<file path="config.mk">
export PLATFORM = sky130hd
export DESIGN_NAME = card_link_core
export DESIGN_NICKNAME = d
export VERILOG_FILES = /design/src/hw/card_link_pkg.sv /design/src/hw/card_link_core.sv
export SDC_FILE = /design/constraint.sdc
export NUM_CORES = 1
export LEC_CHECK = 0
export BUFFER_PORTS_ARGS = -buffer_cell sky130_fd_sc_hd__buf_2
export CORE_MARGIN = 5
export CORE_UTILIZATION = 32
export DETAILED_ROUTE_END_ITERATION = 10
export PLACE_DENSITY = 0.49
export RECOVER_POWER = 25
export SLEW_MARGIN = 15
export SYNTH_ARGS = -nofsm -noshare
export SYNTH_HDL_FRONTEND = slang
export SYNTH_SLANG_ARGS = --single-unit
</file>
<file path="constraint.sdc">
create_clock -name clock -period 3.9 [get_ports clock]
set_input_delay 0.585 -clock clock [delete_from_list [all_inputs] [get_ports clock]]
set_output_delay 0.585 -clock clock [all_outputs]
set_load 0.01 [all_outputs]
</file>
<file path="src/hw/card_link_pkg.sv">
// constants, states and carrier structs for the card-side link checker
// assumes one 20 MHz core clock; the link clock is sampled as plain data
package card_link_pkg;

  // power-up handshake
  localparam int INIT_ONES     = 64;  // ones after which the card listens
  localparam int SYNC_MARGIN   = 10;  // extra ones the host adds, not counted
  localparam int RESP_GAP      = 2;   // link clocks between command end and response
  localparam int DATA_GAP      = 2;   // link clocks before a data block or token
  localparam int MAX_BLOCK_BYTES = 2048;

  // command indices
  localparam logic [5:0] CMD_RESET       = 6'h00;
  localparam logic [5:0] CMD_OP_COND     = 6'h01;
  localparam logic [5:0] CMD_READ_BLOCK  = 6'h11;
  localparam logic [5:0] CMD_WRITE_BLOCK = 6'h18;

  // 48-bit command and response frame layout
  localparam int FRAME_BITS = 48;
  localparam int HDR_BITS   = 40;
  localparam int POS_DIR    = 46;
  localparam int POS_IDX_LO = 40;
  localparam int POS_ARG_LO = 8;
  localparam int POS_CRC_LO = 1;

  // checksum generators, leading term implied
  localparam logic [6:0]  CRC7_POLY  = 7'h09;
  localparam logic [15:0] CRC16_POLY = 16'h1021;
  localparam int CRC16_BITS = 16;

  // response payload fields
  localparam int OCR_BUSY_BIT     = 31;
  localparam int STAT_IDLE_BIT    = 0;
  localparam int STAT_ILLEGAL_BIT = 2;
  localparam int STAT_CRC_ERR_BIT = 3;

  // data response token: start, three status bits, end
  localparam logic [2:0] DR_ACCEPT     = 3'h2;
  localparam logic [2:0] DR_CRC_REJECT = 3'h5;
  localparam int TOKEN_BITS = 5;

  typedef enum logic [2:0] {
    PH_INIT   = 3'h1,
    PH_IDLE   = 3'h2,
    PH_ACTIVE = 3'h4
  } phase_e;

  typedef enum logic [3:0] {
    C_WAIT = 4'h1,
    C_RECV = 4'h2,
    C_EVAL = 4'h4,
    C_SEND = 4'h8
  } cmd_e;

  typedef enum logic [4:0] {
    D_OFF    = 5'h01,
    D_RXWAIT = 5'h02,
    D_RX     = 5'h04,
    D_TOK    = 5'h08,
    D_TX     = 5'h10
  } dat_e;

  typedef struct packed {
    cmd_e        st;
    logic [6:0]  cnt;
    logic [47:0] sh;
    logic [6:0]  crc;
    logic        crc_err;
    logic        out;
    logic        oe;
  } cmd_s;

  typedef struct packed {
    dat_e        st;
    logic [14:0] k;
    logic [7:0]  sh;
    logic [15:0] crc;
    logic        bad;
    logic        out;
    logic        oe;
    logic        take;
    logic [7:0]  wdata;
    logic        wvalid;
    logic        wdone;
    logic        wok;
  } dat_s;

endpackage
</file>
<file path="src/hw/card_link_core.sv">
// card side of the serial card bus: command/response and data checksums,
// power-up init sequence, busy polling and software reset
// assumes link clock, command and data pins arrive asynchronously; user
// byte ports run on the core clock
//
// Overview of operation
// - command/response frames carry 7-bit checksum, x^7+x^3+1
// - card checks checksum of every received command
// - card appends checksum to every response frame
// - data blocks carry 16-bit checksum, x^16+x^12+x^5+1
// - sent data block followed immediately by its checksum
// - both ends generate and check both checksums
// - on-card power detection gives initial state
// - reset command returns card to idle state
// - idle card ignores everything until operating-conditions command
// - busy flag set until power-up procedure finishes
// - card ready after 64 clocks of ones
// - previous command checksum failure flagged in status
// - bad written block answered with rejection token
`timescale 1ns/1ps
module card_link_core
  import card_link_pkg::*;
#(
  parameter int          BLOCK_BYTES    = 512,
  parameter int          POWERUP_CYCLES = 4000,
  parameter logic [23:0] VOLT_PROFILE   = 24'hFF8000
)(
  // core clock and power-detect reset
  input  wire logic       clock,
  input  wire logic       nrst,
  // card bus pins
  input  wire logic       link_clk,
  input  wire logic       cmd_in,
  output logic            cmd_out,
  output logic            cmd_oe,
  input  wire logic       dat_in,
  output logic            dat_out,
  output logic            dat_oe,
  // read block source
  input  wire logic [7:0] rd_data,
  output logic            rd_take,
  // written block sink
  output logic [7:0]      wr_data,
  output logic            wr_valid,
  output logic            wr_done,
  output logic            wr_crc_ok,
  // card state
  output logic            init_done,
  output logic            card_active
);

  if (BLOCK_BYTES < 1 || BLOCK_BYTES > MAX_BLOCK_BYTES || POWERUP_CYCLES < 1 || POWERUP_CYCLES > 65535)
  begin : g_check
    $error("card_link_core: unsupported parameter value");
  end

  localparam logic [14:0] N_BITS   = 15'(BLOCK_BYTES * 8);
  localparam logic [14:0] GAP_K    = 15'(DATA_GAP);
  localparam logic [14:0] TX_FIRST = 15'(DATA_GAP + 1);
  localparam logic [14:0] TX_CRC   = TX_FIRST + N_BITS;
  localparam logic [14:0] TX_END   = TX_CRC + 15'(CRC16_BITS);
  localparam logic [14:0] RX_CRC   = 15'(1) + N_BITS;
  localparam logic [14:0] RX_END   = RX_CRC + 15'(CRC16_BITS);
  localparam logic [14:0] TOK_END  = 15'(DATA_GAP + TOKEN_BITS);
  localparam logic [15:0] PU_DONE  = 16'(POWERUP_CYCLES);
  localparam logic [6:0]  ONES_END = 7'(INIT_ONES - 1);
  localparam logic [6:0]  SEND_LEN = 7'(FRAME_BITS + RESP_GAP);

  function automatic logic [6:0] crc7_next(input logic [6:0] crc, input logic b);
    crc7_next = {crc[5:0], 1'h0} ^ ((b ^ crc[6]) ? CRC7_POLY : 7'h00);
  endfunction

  function automatic logic [15:0] crc16_next(input logic [15:0] crc, input logic b);
    crc16_next = {crc[14:0], 1'h0} ^ ((b ^ crc[15]) ? CRC16_POLY : 16'h0000);
  endfunction

  function automatic logic [6:0] crc7_frame(input logic [39:0] hdr);
    logic [6:0] crc;
    crc = 7'h00;
    for (int i = HDR_BITS - 1; i >= 0; i--)
      crc = crc7_next(crc, hdr[i]);
    crc7_frame = crc;
  endfunction

  // pin synchronisers; link clock edges come from stages 1 and 2
  logic [2:0] clk_sync;
  logic [1:0] cmd_sync;
  logic [1:0] dat_sync;

  always_ff @(posedge clock or negedge nrst)
  begin
    if (!nrst)
    begin
      // link clock idles high: a zero here would fake a rise after release
      clk_sync <= 3'h7;
      cmd_sync <= 2'h3;
      dat_sync <= 2'h3;
    end
    else
    begin
      clk_sync <= {clk_sync[1:0], link_clk};
      cmd_sync <= {cmd_sync[0], cmd_in};
      dat_sync <= {dat_sync[0], dat_in};
    end
  end

  logic link_rise;
  logic link_fall;
  logic cmd_bit;
  logic dat_s_bit;
  assign link_rise = clk_sync[1] & ~clk_sync[2];
  assign link_fall = ~clk_sync[1] & clk_sync[2];
  assign cmd_bit   = cmd_sync[1];
  assign dat_s_bit = dat_sync[1];

  cmd_s   c;
  cmd_s   next_c;
  dat_s   d;
  dat_s   next_d;
  phase_e ph;
  phase_e next_ph;
  logic [6:0]  ones;
  logic [6:0]  next_ones;
  logic [15:0] pu_cnt;
  logic [15:0] next_pu_cnt;

  // decode of a fully received command
  logic [5:0] idx;
  logic       ev;
  logic       ev_good;
  logic       pu_done;
  assign idx     = c.sh[POS_IDX_LO +: 6];
  assign ev      = (c.st == C_EVAL);
  assign ev_good = ev && (c.crc == c.sh[POS_CRC_LO +: 7]) && c.sh[0] && c.sh[POS_DIR];
  assign pu_done = (pu_cnt == PU_DONE);

  // power-up phase
  always_comb
  begin
    next_ph     = ph;
    next_ones   = ones;
    next_pu_cnt = pu_cnt;
    if (pu_cnt != 16'h0000 && !pu_done)
      next_pu_cnt = pu_cnt + 16'h0001;
    unique case (ph)
      PH_INIT:
      begin
        if (link_rise)
        begin
          next_ones = cmd_bit ? ones + 7'h01 : 7'h00;
          if (cmd_bit && ones == ONES_END)
            next_ph = PH_IDLE;
        end
      end
      PH_IDLE:
      begin
        if (ev_good && idx == CMD_OP_COND)
        begin
          if (pu_cnt == 16'h0000)
            next_pu_cnt = 16'h0001;
          if (pu_done)
            next_ph = PH_ACTIVE;
        end
      end
      PH_ACTIVE:
      begin
        if (ev_good && idx == CMD_RESET)
          next_ph = PH_IDLE;
      end
      default: next_ph = PH_INIT;
    endcase
  end

  always_ff @(posedge clock or negedge nrst)
  begin
    if (!nrst)
    begin
      ph     <= PH_INIT;
      ones   <= 7'h00;
      pu_cnt <= 16'h0000;
    end
    else
    begin
      ph     <= next_ph;
      ones   <= next_ones;
      pu_cnt <= next_pu_cnt;
    end
  end

  // command receive, check and response
  logic        respond;
  logic [31:0] payload;
  logic [39:0] hdr;
  logic [7:0]  stat;
  always_comb
  begin
    next_c  = c;
    stat    = 8'h00;
    stat[STAT_IDLE_BIT]    = (ph != PH_ACTIVE);
    stat[STAT_ILLEGAL_BIT] = !(idx == CMD_OP_COND || idx == CMD_READ_BLOCK || idx == CMD_WRITE_BLOCK);
    stat[STAT_CRC_ERR_BIT] = c.crc_err;
    payload = {8'h00, VOLT_PROFILE};
    payload[OCR_BUSY_BIT] = !pu_done;
    if (idx != CMD_OP_COND)
      payload = {24'h000000, stat};
    hdr     = {1'h0, 1'h0, idx, payload};
    respond = (ph == PH_ACTIVE) || (ph == PH_IDLE && idx == CMD_OP_COND);
    unique case (c.st)
      C_WAIT:
      begin
        if (link_rise && !cmd_bit && ph != PH_INIT)
        begin
          next_c.st  = C_RECV;
          next_c.sh  = 48'h0;
          next_c.cnt = 7'h01;
          next_c.crc = crc7_next(7'h00, 1'h0);
        end
      end
      C_RECV:
      begin
        if (link_rise)
        begin
          next_c.sh  = {c.sh[46:0], cmd_bit};
          next_c.cnt = c.cnt + 7'h01;
          if (c.cnt < 7'(HDR_BITS))
            next_c.crc = crc7_next(c.crc, cmd_bit);
          if (c.cnt == 7'(FRAME_BITS - 1))
            next_c.st = C_EVAL;
        end
      end
      C_EVAL:
      begin
        next_c.st = C_WAIT;
        if (!ev_good)
          next_c.crc_err = 1'h1;
        else if (idx == CMD_RESET)
          next_c.crc_err = 1'h0;
        else if (respond)
        begin
          next_c.sh      = {hdr, crc7_frame(hdr), 1'h1};
          next_c.cnt     = SEND_LEN;
          next_c.st      = C_SEND;
          next_c.crc_err = 1'h0;
        end
      end
      C_SEND:
      begin
        if (link_fall)
        begin
          next_c.cnt = c.cnt - 7'h01;
          if (c.cnt == 7'h00)
          begin
            next_c.oe = 1'h0;
            next_c.st = C_WAIT;
          end
          else if (c.cnt <= 7'(FRAME_BITS))
          begin
            next_c.out = c.sh[FRAME_BITS - 1];
            next_c.oe  = 1'h1;
            next_c.sh  = {c.sh[46:0], 1'h1};
          end
        end
      end
      default: next_c.st = C_WAIT;
    endcase
  end

  always_ff @(posedge clock or negedge nrst)
  begin
    if (!nrst)
      c <= '{st: C_WAIT, out: 1'h1, default: '0};
    else
      c <= next_c;
  end

  // data line: block send, block receive, response token
  always_comb
  begin
    next_d        = d;
    next_d.take   = 1'h0;
    next_d.wvalid = 1'h0;
    next_d.wdone  = 1'h0;
    unique case (d.st)
      D_OFF:
      begin
        next_d.oe = 1'h0;
        next_d.k  = 15'h0000;
        if (ev_good && ph == PH_ACTIVE && idx == CMD_READ_BLOCK)
          next_d.st = D_TX;
        else if (ev_good && ph == PH_ACTIVE && idx == CMD_WRITE_BLOCK)
          next_d.st = D_RXWAIT;
      end
      D_RXWAIT:
      begin
        if (link_rise && !dat_s_bit)
        begin
          next_d.st  = D_RX;
          next_d.k   = 15'h0001;
          next_d.crc = 16'h0000;
          next_d.bad = 1'h0;
        end
      end
      D_RX:
      begin
        if (link_rise)
        begin
          next_d.k = d.k + 15'h0001;
          if (d.k < RX_CRC)
          begin
            next_d.sh  = {d.sh[6:0], dat_s_bit};
            next_d.crc = crc16_next(d.crc, dat_s_bit);
            if (d.k[2:0] == 3'h0)
            begin
              next_d.wdata  = {d.sh[6:0], dat_s_bit};
              next_d.wvalid = 1'h1;
            end
          end
          else if (d.k < RX_END)
          begin
            if (dat_s_bit != d.crc[15])
              next_d.bad = 1'h1;
            next_d.crc = {d.crc[14:0], 1'h0};
          end
          else
          begin
            next_d.st    = D_TOK;
            next_d.k     = 15'h0000;
            next_d.wdone = 1'h1;
            next_d.wok   = !d.bad && dat_s_bit;
            next_d.sh    = {1'h0, (d.bad || !dat_s_bit) ? DR_CRC_REJECT : DR_ACCEPT, 1'h1, 3'h0};
          end
        end
      end
      D_TOK:
      begin
        if (link_fall)
        begin
          next_d.k = d.k + 15'h0001;
          if (d.k >= TOK_END)
          begin
            next_d.oe = 1'h0;
            next_d.st = D_OFF;
          end
          else if (d.k >= GAP_K)
          begin
            next_d.out = d.sh[7];
            next_d.oe  = 1'h1;
            next_d.sh  = {d.sh[6:0], 1'h1};
          end
        end
      end
      D_TX:
      begin
        if (link_fall)
        begin
          next_d.k = d.k + 15'h0001;
          if (d.k < GAP_K)
            next_d.oe = 1'h0;
          else if (d.k == GAP_K)
          begin
            next_d.out = 1'h0;
            next_d.oe  = 1'h1;
            next_d.crc = 16'h0000;
          end
          else if (d.k < TX_CRC)
          begin
            if (((d.k - TX_FIRST) & 15'h0007) == 15'h0000)
            begin
              next_d.out  = rd_data[7];
              next_d.sh   = {rd_data[6:0], 1'h0};
              next_d.take = 1'h1;
              next_d.crc  = crc16_next(d.crc, rd_data[7]);
            end
            else
            begin
              next_d.out = d.sh[7];
              next_d.sh  = {d.sh[6:0], 1'h0};
              next_d.crc = crc16_next(d.crc, d.sh[7]);
            end
          end
          else if (d.k < TX_END)
          begin
            next_d.out = d.crc[15];
            next_d.crc = {d.crc[14:0], 1'h0};
          end
          else if (d.k == TX_END)
            next_d.out = 1'h1;
          else
          begin
            next_d.oe = 1'h0;
            next_d.st = D_OFF;
          end
        end
      end
      default: next_d.st = D_OFF;
    endcase
    if (ev_good && idx == CMD_RESET)
    begin
      next_d.st = D_OFF;
      next_d.oe = 1'h0;
    end
  end

  always_ff @(posedge clock or negedge nrst)
  begin
    if (!nrst)
      d <= '{st: D_OFF, out: 1'h1, default: '0};
    else
      d <= next_d;
  end

  assign cmd_out     = c.out;
  assign cmd_oe      = c.oe;
  assign dat_out     = d.out;
  assign dat_oe      = d.oe;
  assign rd_take     = d.take;
  assign wr_data     = d.wdata;
  assign wr_valid    = d.wvalid;
  assign wr_done     = d.wdone;
  assign wr_crc_ok   = d.wok;
  assign init_done   = (ph != PH_INIT);
  assign card_active = (ph == PH_ACTIVE);
endmodule

</file>
# Word level (Yosys, flattened, before mapping)
# Cells that the tools add are included.
[word_totals]
register_bits = 161
latchBits = 0
elab_cells = 402
mem_bits_rw = 0
rom_bits = 0
mem_count = 0
inputBits = 13
[classes]
shift = 0
order_cmp = 9
n_addsub = 6
div_mod_pow = 0
reduce_logical = 59
bitwise = 90
mul = 0
eq_ne = 75
n_mux = 137
[op_table]
columns = ["op", "count"]
rows = [
  ["XOR 7 x 4 -> 7 bit", 36],
  ["2-to-1 mux 59 bit", 4],
  ["one-hot mux 55 bit (4 select lines)", 1],
  ["2-to-1 mux 4 bit", 41],
  ["2-to-1 mux 66 bit", 2],
  ["2-to-1 mux 16 bit", 7],
  ["2-to-1 mux 48 bit", 2],
  ["one-hot mux 15 bit (5 select lines)", 1],
  ["2-to-1 mux 24 bit", 3],
  ["< comparator 15 x 13 -> 1 bit (second input constant)", 4],
  ["2-to-1 mux 28 bit", 2],
  ["!= test 2 bit (second input constant)", 25],
  ["one-hot mux 16 bit (3 select lines)", 1],
  ["XOR 16 x 13 -> 16 bit", 3],
  ["2-to-1 mux 45 bit", 1],
  ["2-to-1 mux 5 bit", 9],
  ["!= test 3 bit (second input constant)", 15],
  ["2-to-1 mux 44 bit", 1],
  ["2-to-1 mux 20 bit", 2],
  ["2-to-1 mux 13 bit", 3],
  ["XOR 1 bit", 38],
  ["AND reduction 7 bit", 5],
  ["2-to-1 mux 17 bit", 2],
  ["2-to-1 mux 32 bit", 1],
  ["73 further kinds", 167],
]

# Logic depth before layout (Yosys ltp)
[logic_depth]
word_depth = 111
depth_mapped = 10
mapped_depth_nobuf = 9

# Worst setup path after synthesis
# OpenSTA, ideal clock, no wires.
[synth_timing]
path_kind = "register -> register"
from = "register c[66] in the netlist's numbering"
to = "register c[64] in the netlist's numbering"
path_stages_with_launch = 11
arrival_time_ns = 2.693
period_less_slack_ns = 2.826
n_path_buf = 1
path_slack_ns = 1.074
path_cell_list = "dfrtp_1 > nor4b_1 > clkbuf_1 > ha_1 > a21o_1 > a21oi_1 > o21bai_1 > a21oi_1 > mux2_2 > o21ai_0 > o31ai_1"
[synth_between]
elab_chain_cells = 6
word_cells_on_any_way = 16
[synth_lines]
columns = ["element", "line_no", "source"]
rows = [
  ["start, declared", "card_link_core.sv:116", "cmd_s c;"],
  ["start signal, assigned", "card_link_core.sv:273", "c <= next_c;"],
  ["equality test 4 x 3 -> 1 bit", "card_link_core.sv:133, card_link_core.sv:208", ""],
  ["logical AND 1 bit (3 in a row)", "card_link_core.sv:134", "assign ev_good = ev && (c.crc == c.sh[POS_CRC_LO +: 7]) && c.sh[0] && c.sh[POS_DIR];"],
  ["!= test 2 x 1 -> 1 bit (no line)", "--", ""],
  ["AND reduction 7 bit (no line)", "--", ""],
]
# Parallel ways exist; a longest one is shown, timed or not.
# A chain may end at the register's enable or synchronous reset.

# Worst setup path after layout
[layout_timing]
from = "register d[42] in the netlist's numbering"
to = "register d[23] in the netlist's numbering"
[layout_between]
elab_chain_cells = 6
word_cells_on_any_way = 17
[layout_lines]
columns = ["element", "line_no", "source"]
rows = [
  ["start, declared", "card_link_core.sv:118", "dat_s d;"],
  ["start signal, assigned", "card_link_core.sv:409", "d <= next_d;"],
  ["< comparator 15 x 13 -> 1 bit", "card_link_core.sv:365", "else if (d.k < TX_CRC)"],
  ["2-to-1 mux 16 bit", "card_link_core.sv:365", ""],
  ["2-to-1 mux 16 bit", "card_link_core.sv:359", "else if (d.k == GAP_K)"],
  ["2-to-1 mux 24 bit", "card_link_core.sv:357", "if (d.k < GAP_K)"],
  ["2-to-1 mux 44 bit", "card_link_core.sv:354", "if (link_fall)"],
  ["one-hot mux 16 bit (3 select lines)", "card_link_core.sv:283", "unique case (d.st)"],
]
# Parallel ways exist; a longest one is shown, timed or not. The select of a mux whose other input is x is not followed.

==> results.json <==
{
  "area_delta_synth_final_pct": 12.47,
  "yosys_warnings": 0,
  "grt_overflow": 0,
  "tightest_slew_ns": 1.689,
  "ctsResizeCount": 0,
  "grt_start_max_net_pins": 65,
  "wl_per_cell_um": 14.71,
  "io_buffers": 30,
  "worstPathRequired_ns": 4.26,
  "synth-seq-area-share_pct": 47.31,
  "violations": "max-capacitance violations, max-slew violations",
  "fin_crit_sh_pct": 75.68,
  "layout.nets": 964,
  "rsz0062_at_grt": "no",
  "path_class": "flip-flop to flip-flop",
  "grt_pass1_wl_um": 32440,
  "drv_slew": 64,
  "clock_latency_ns": 0.43,
  "routed_wl_um": 18910,
  "critPathCaptureType": "flip-flop",
  "max-slew-margin-rel_pct": -12.63,
  "final_cell_mix": "nand2_1 (163), dfrtp_1 (149), o21ai_0 (60), nor2_1 (57), nand3_1 (50)",
  "clk_path_buf_depth": 2,
  "internal_power_uw": 2584,
  "synth_cell_type_count": 66,
  "final_common_cell": "nand2_1",
  "hold_path.class": "input port to flip-flop",
  "drive_gt1_share_pct": 13.67,
  "ys_ff_latch": 161,
  "peakVddDrop_uv": 267.0,
  "synth_fp_nets": 949,
  "comb_power_share_pct": 2.6,
  "cts_tree": "yes",
  "finalCriticalPeriod_ns": 2.952,
  "clkTransAtPathRegs_ns": 0.08,
  "antennaDiodeCount": 0,
  "dp.final_hpwl_um": 13160,
  "via_per_inst": 4.985,
  "grt.total_usage_pct": 12.83,
  "synth_area_leaders": "dfrtp_1 (44%), nand2_1 (7.2%), dfstp_2 (3.7%), o21ai_0 (3.5%), xnor2_1 (3.5%)",
  "fmax_ghz": 0.3388,
  "power.leakage_uw": 0.004264,
  "drtIter0Drc": 436,
  "syn_avg_cell_area_um2": 9.261,
  "finalClockSkew_ns": 0.01346,
  "cts_setup_buffers": 0,
  "power_uw": 3473,
  "async_flop_share_pct": 100.0,
  "ant_nets": 0,
  "drc": 0,
  "num_rows": 59,
  "antenna_found_initial": 0,
  "swShare_pct": 25.59,
  "gp_congestion": 0.7961,
  "synth_top_area_share_pct": 43.62,
  "cts-root-buf": "clkbuf_16",
  "finalSetupViolCount": 0,
  "power.density_nw_per_um2": 361.2,
  "p_sw_uw": 888.9,
  "cts_buffers": 17,
  "yosysTopAreaCell": "dfrtp_1",
  "clkSinkCount": 161,
  "start_kind": "flip-flop",
  "worstPathArrival_ns": 3.31,
  "fp.dieH_um": 173.4,
  "start_util_pct": 32.62,
  "vias": 6411,
  "grt_pass1_vias": 6225,
  "power_frac_seq_pct": 49.3,
  "cp_max_fo": 11,
  "power_frac_clock_pct": 48.1,
  "cap_violations": 1,
  "htree_levels": 4,
  "die-area_um2": 30080,
  "ios": 31,
  "drt_first_pass_iters": 5,
  "postCtsHoldBufs": 0,
  "hold_violations": 0,
  "fin_hold_ws_ns": 0.2492,
  "netlist_area_um2": 8548,
  "fp.coreArea_um2": 26210,
  "die_w_um": 173.4,
  "status": "complete, but fails checks",
  "synthCells": 923,
  "synth_edf_count": 0,
  "tns_ns": 0,
  "synthFlopType": "dfrtp_1"
}
## worst max-delay path, cell delays in order, from the launching register on
cell	delay [ns]
dfrtp_1	0.45
or4_1	0.62
nor4_2	0.32
nand3_1	0.29
a311oi_4	0.73
buf_4	0.27
mux2i_1	0.19
## synthesized netlist by cell type, drive strengths merged (2+ instances only)
| master | n |
|---|---|
| a211oi | 5 |
| a21o | 10 |
| a21oi | 38 |
| a22o | 5 |
| a2bb2oi | 2 |
| a31oi | 13 |
| and2 | 4 |
| and3 | 11 |
| buf | 15 |
| clkbuf | 33 |
| dfrtp | 149 |
| dfstp | 12 |
| ha | 12 |
| inv | 29 |
| mux2 | 22 |
| mux2i | 27 |
| nand2 | 163 |
| nand2b | 14 |
| nand3 | 50 |
| nand4 | 10 |
| nor2 | 57 |
| nor2b | 10 |
| nor3 | 19 |
| nor3b | 9 |
| nor4 | 6 |
| nor4b | 6 |
| o211ai | 8 |
| o21a | 4 |
| o21ai | 61 |
| o22ai | 7 |
| o311ai | 3 |
| o31ai | 9 |
| o41ai | 3 |
| or2 | 8 |
| or3 | 15 |
| or3b | 2 |
| or4 | 7 |
| xnor2 | 34 |
| xor2 | 17 |
## through the flow
stage          area (µm²)  cells  util, %  setup WS (ns)
4_1_cts              9635   1286    36.77         0.9421
3_3_place_gp         9037   1254    34.49          1.049
6_report             9614   1286    36.69         0.9484
2_1_floorplan        8548    923        -          1.074
3_5_place_dp         9037   1254    34.49         0.9718
5_1_grt              9614   1286    36.69         0.7410
## flip-flops by register name, summed over array words and instances, names as in the netlist, 2 cells and up
signal    flops
c            67
clk_sync      3
cmd_sync      2
d            45
dat_sync      2
ones          7
ph            3
pu_cnt       16
wr_data       8
## path summary, 6_finish.rpt
path	start	endpoint	slack (ns)	depth (start not counted)
max	d[42]	d[23]	0.95	6
min	cmd_in	cmd_sync[0]	0.25	1
max reg2reg	d[42]	d[23]	0.95	6
min reg2reg	cmd_sync[0]	cmd_sync[1]	0.36	0
max in group asynchronous	nrst	c[34]	1.53	2
min in group asynchronous	nrst	d[49]	0.57	1
## kinds of logic (layout without fill, tap and decap cells)
| family | after synthesis | count (layout) | synth area share (%) |
|---|---|---|---|
| AO/OA/AOI/OAI | 177 | 177 | 12.98 |
| XOR/XNOR | 51 | 51 | 5.225 |
| adder cells (fa/ha/maj) | 13 | 13 | 1.991 |
| buffers and inverters | 77 | 105 | 3.908 |
| flip-flops | 161 | 161 | 47.31 |
| multiplexers | 49 | 49 | 6.060 |
| AND/OR/NAND/NOR | 395 | 395 | 22.53 |
## layout make-up
class	instances	area (µm²)
inverter	29	108.9
multi-input combinational	685	4179
fill	2655	16590
tap	335	419.2
clock buffer	17	425.4
timing repair buffer	44	265.3
sequential	161	4044
clock inverter	15	172.7
## layer usage
metal | vias up | GRT usage (%) | routed length (µm)
li1 | 3254 | - | -
met1 | 3060 | 18.46 | 9777
met2 | 82 | 19.71 | 8315
met3 | 15 | 2.595 | 593
met4 | 0 | 3.492 | 226
met5 | - | 0 | 0
## power by group through the flow
stage          registers, µW  clock network, µW  logic (µW)
2_1_floorplan           1740                  0        42.1
3_3_place_gp            1740                  0        97.0
3_5_place_dp            1740                  0        98.4
4_1_cts                 1710               1720        98.5
5_1_grt                 1710               1790         107
6_report                1710               1670        91.0
(Power assumes the default switching activity.)
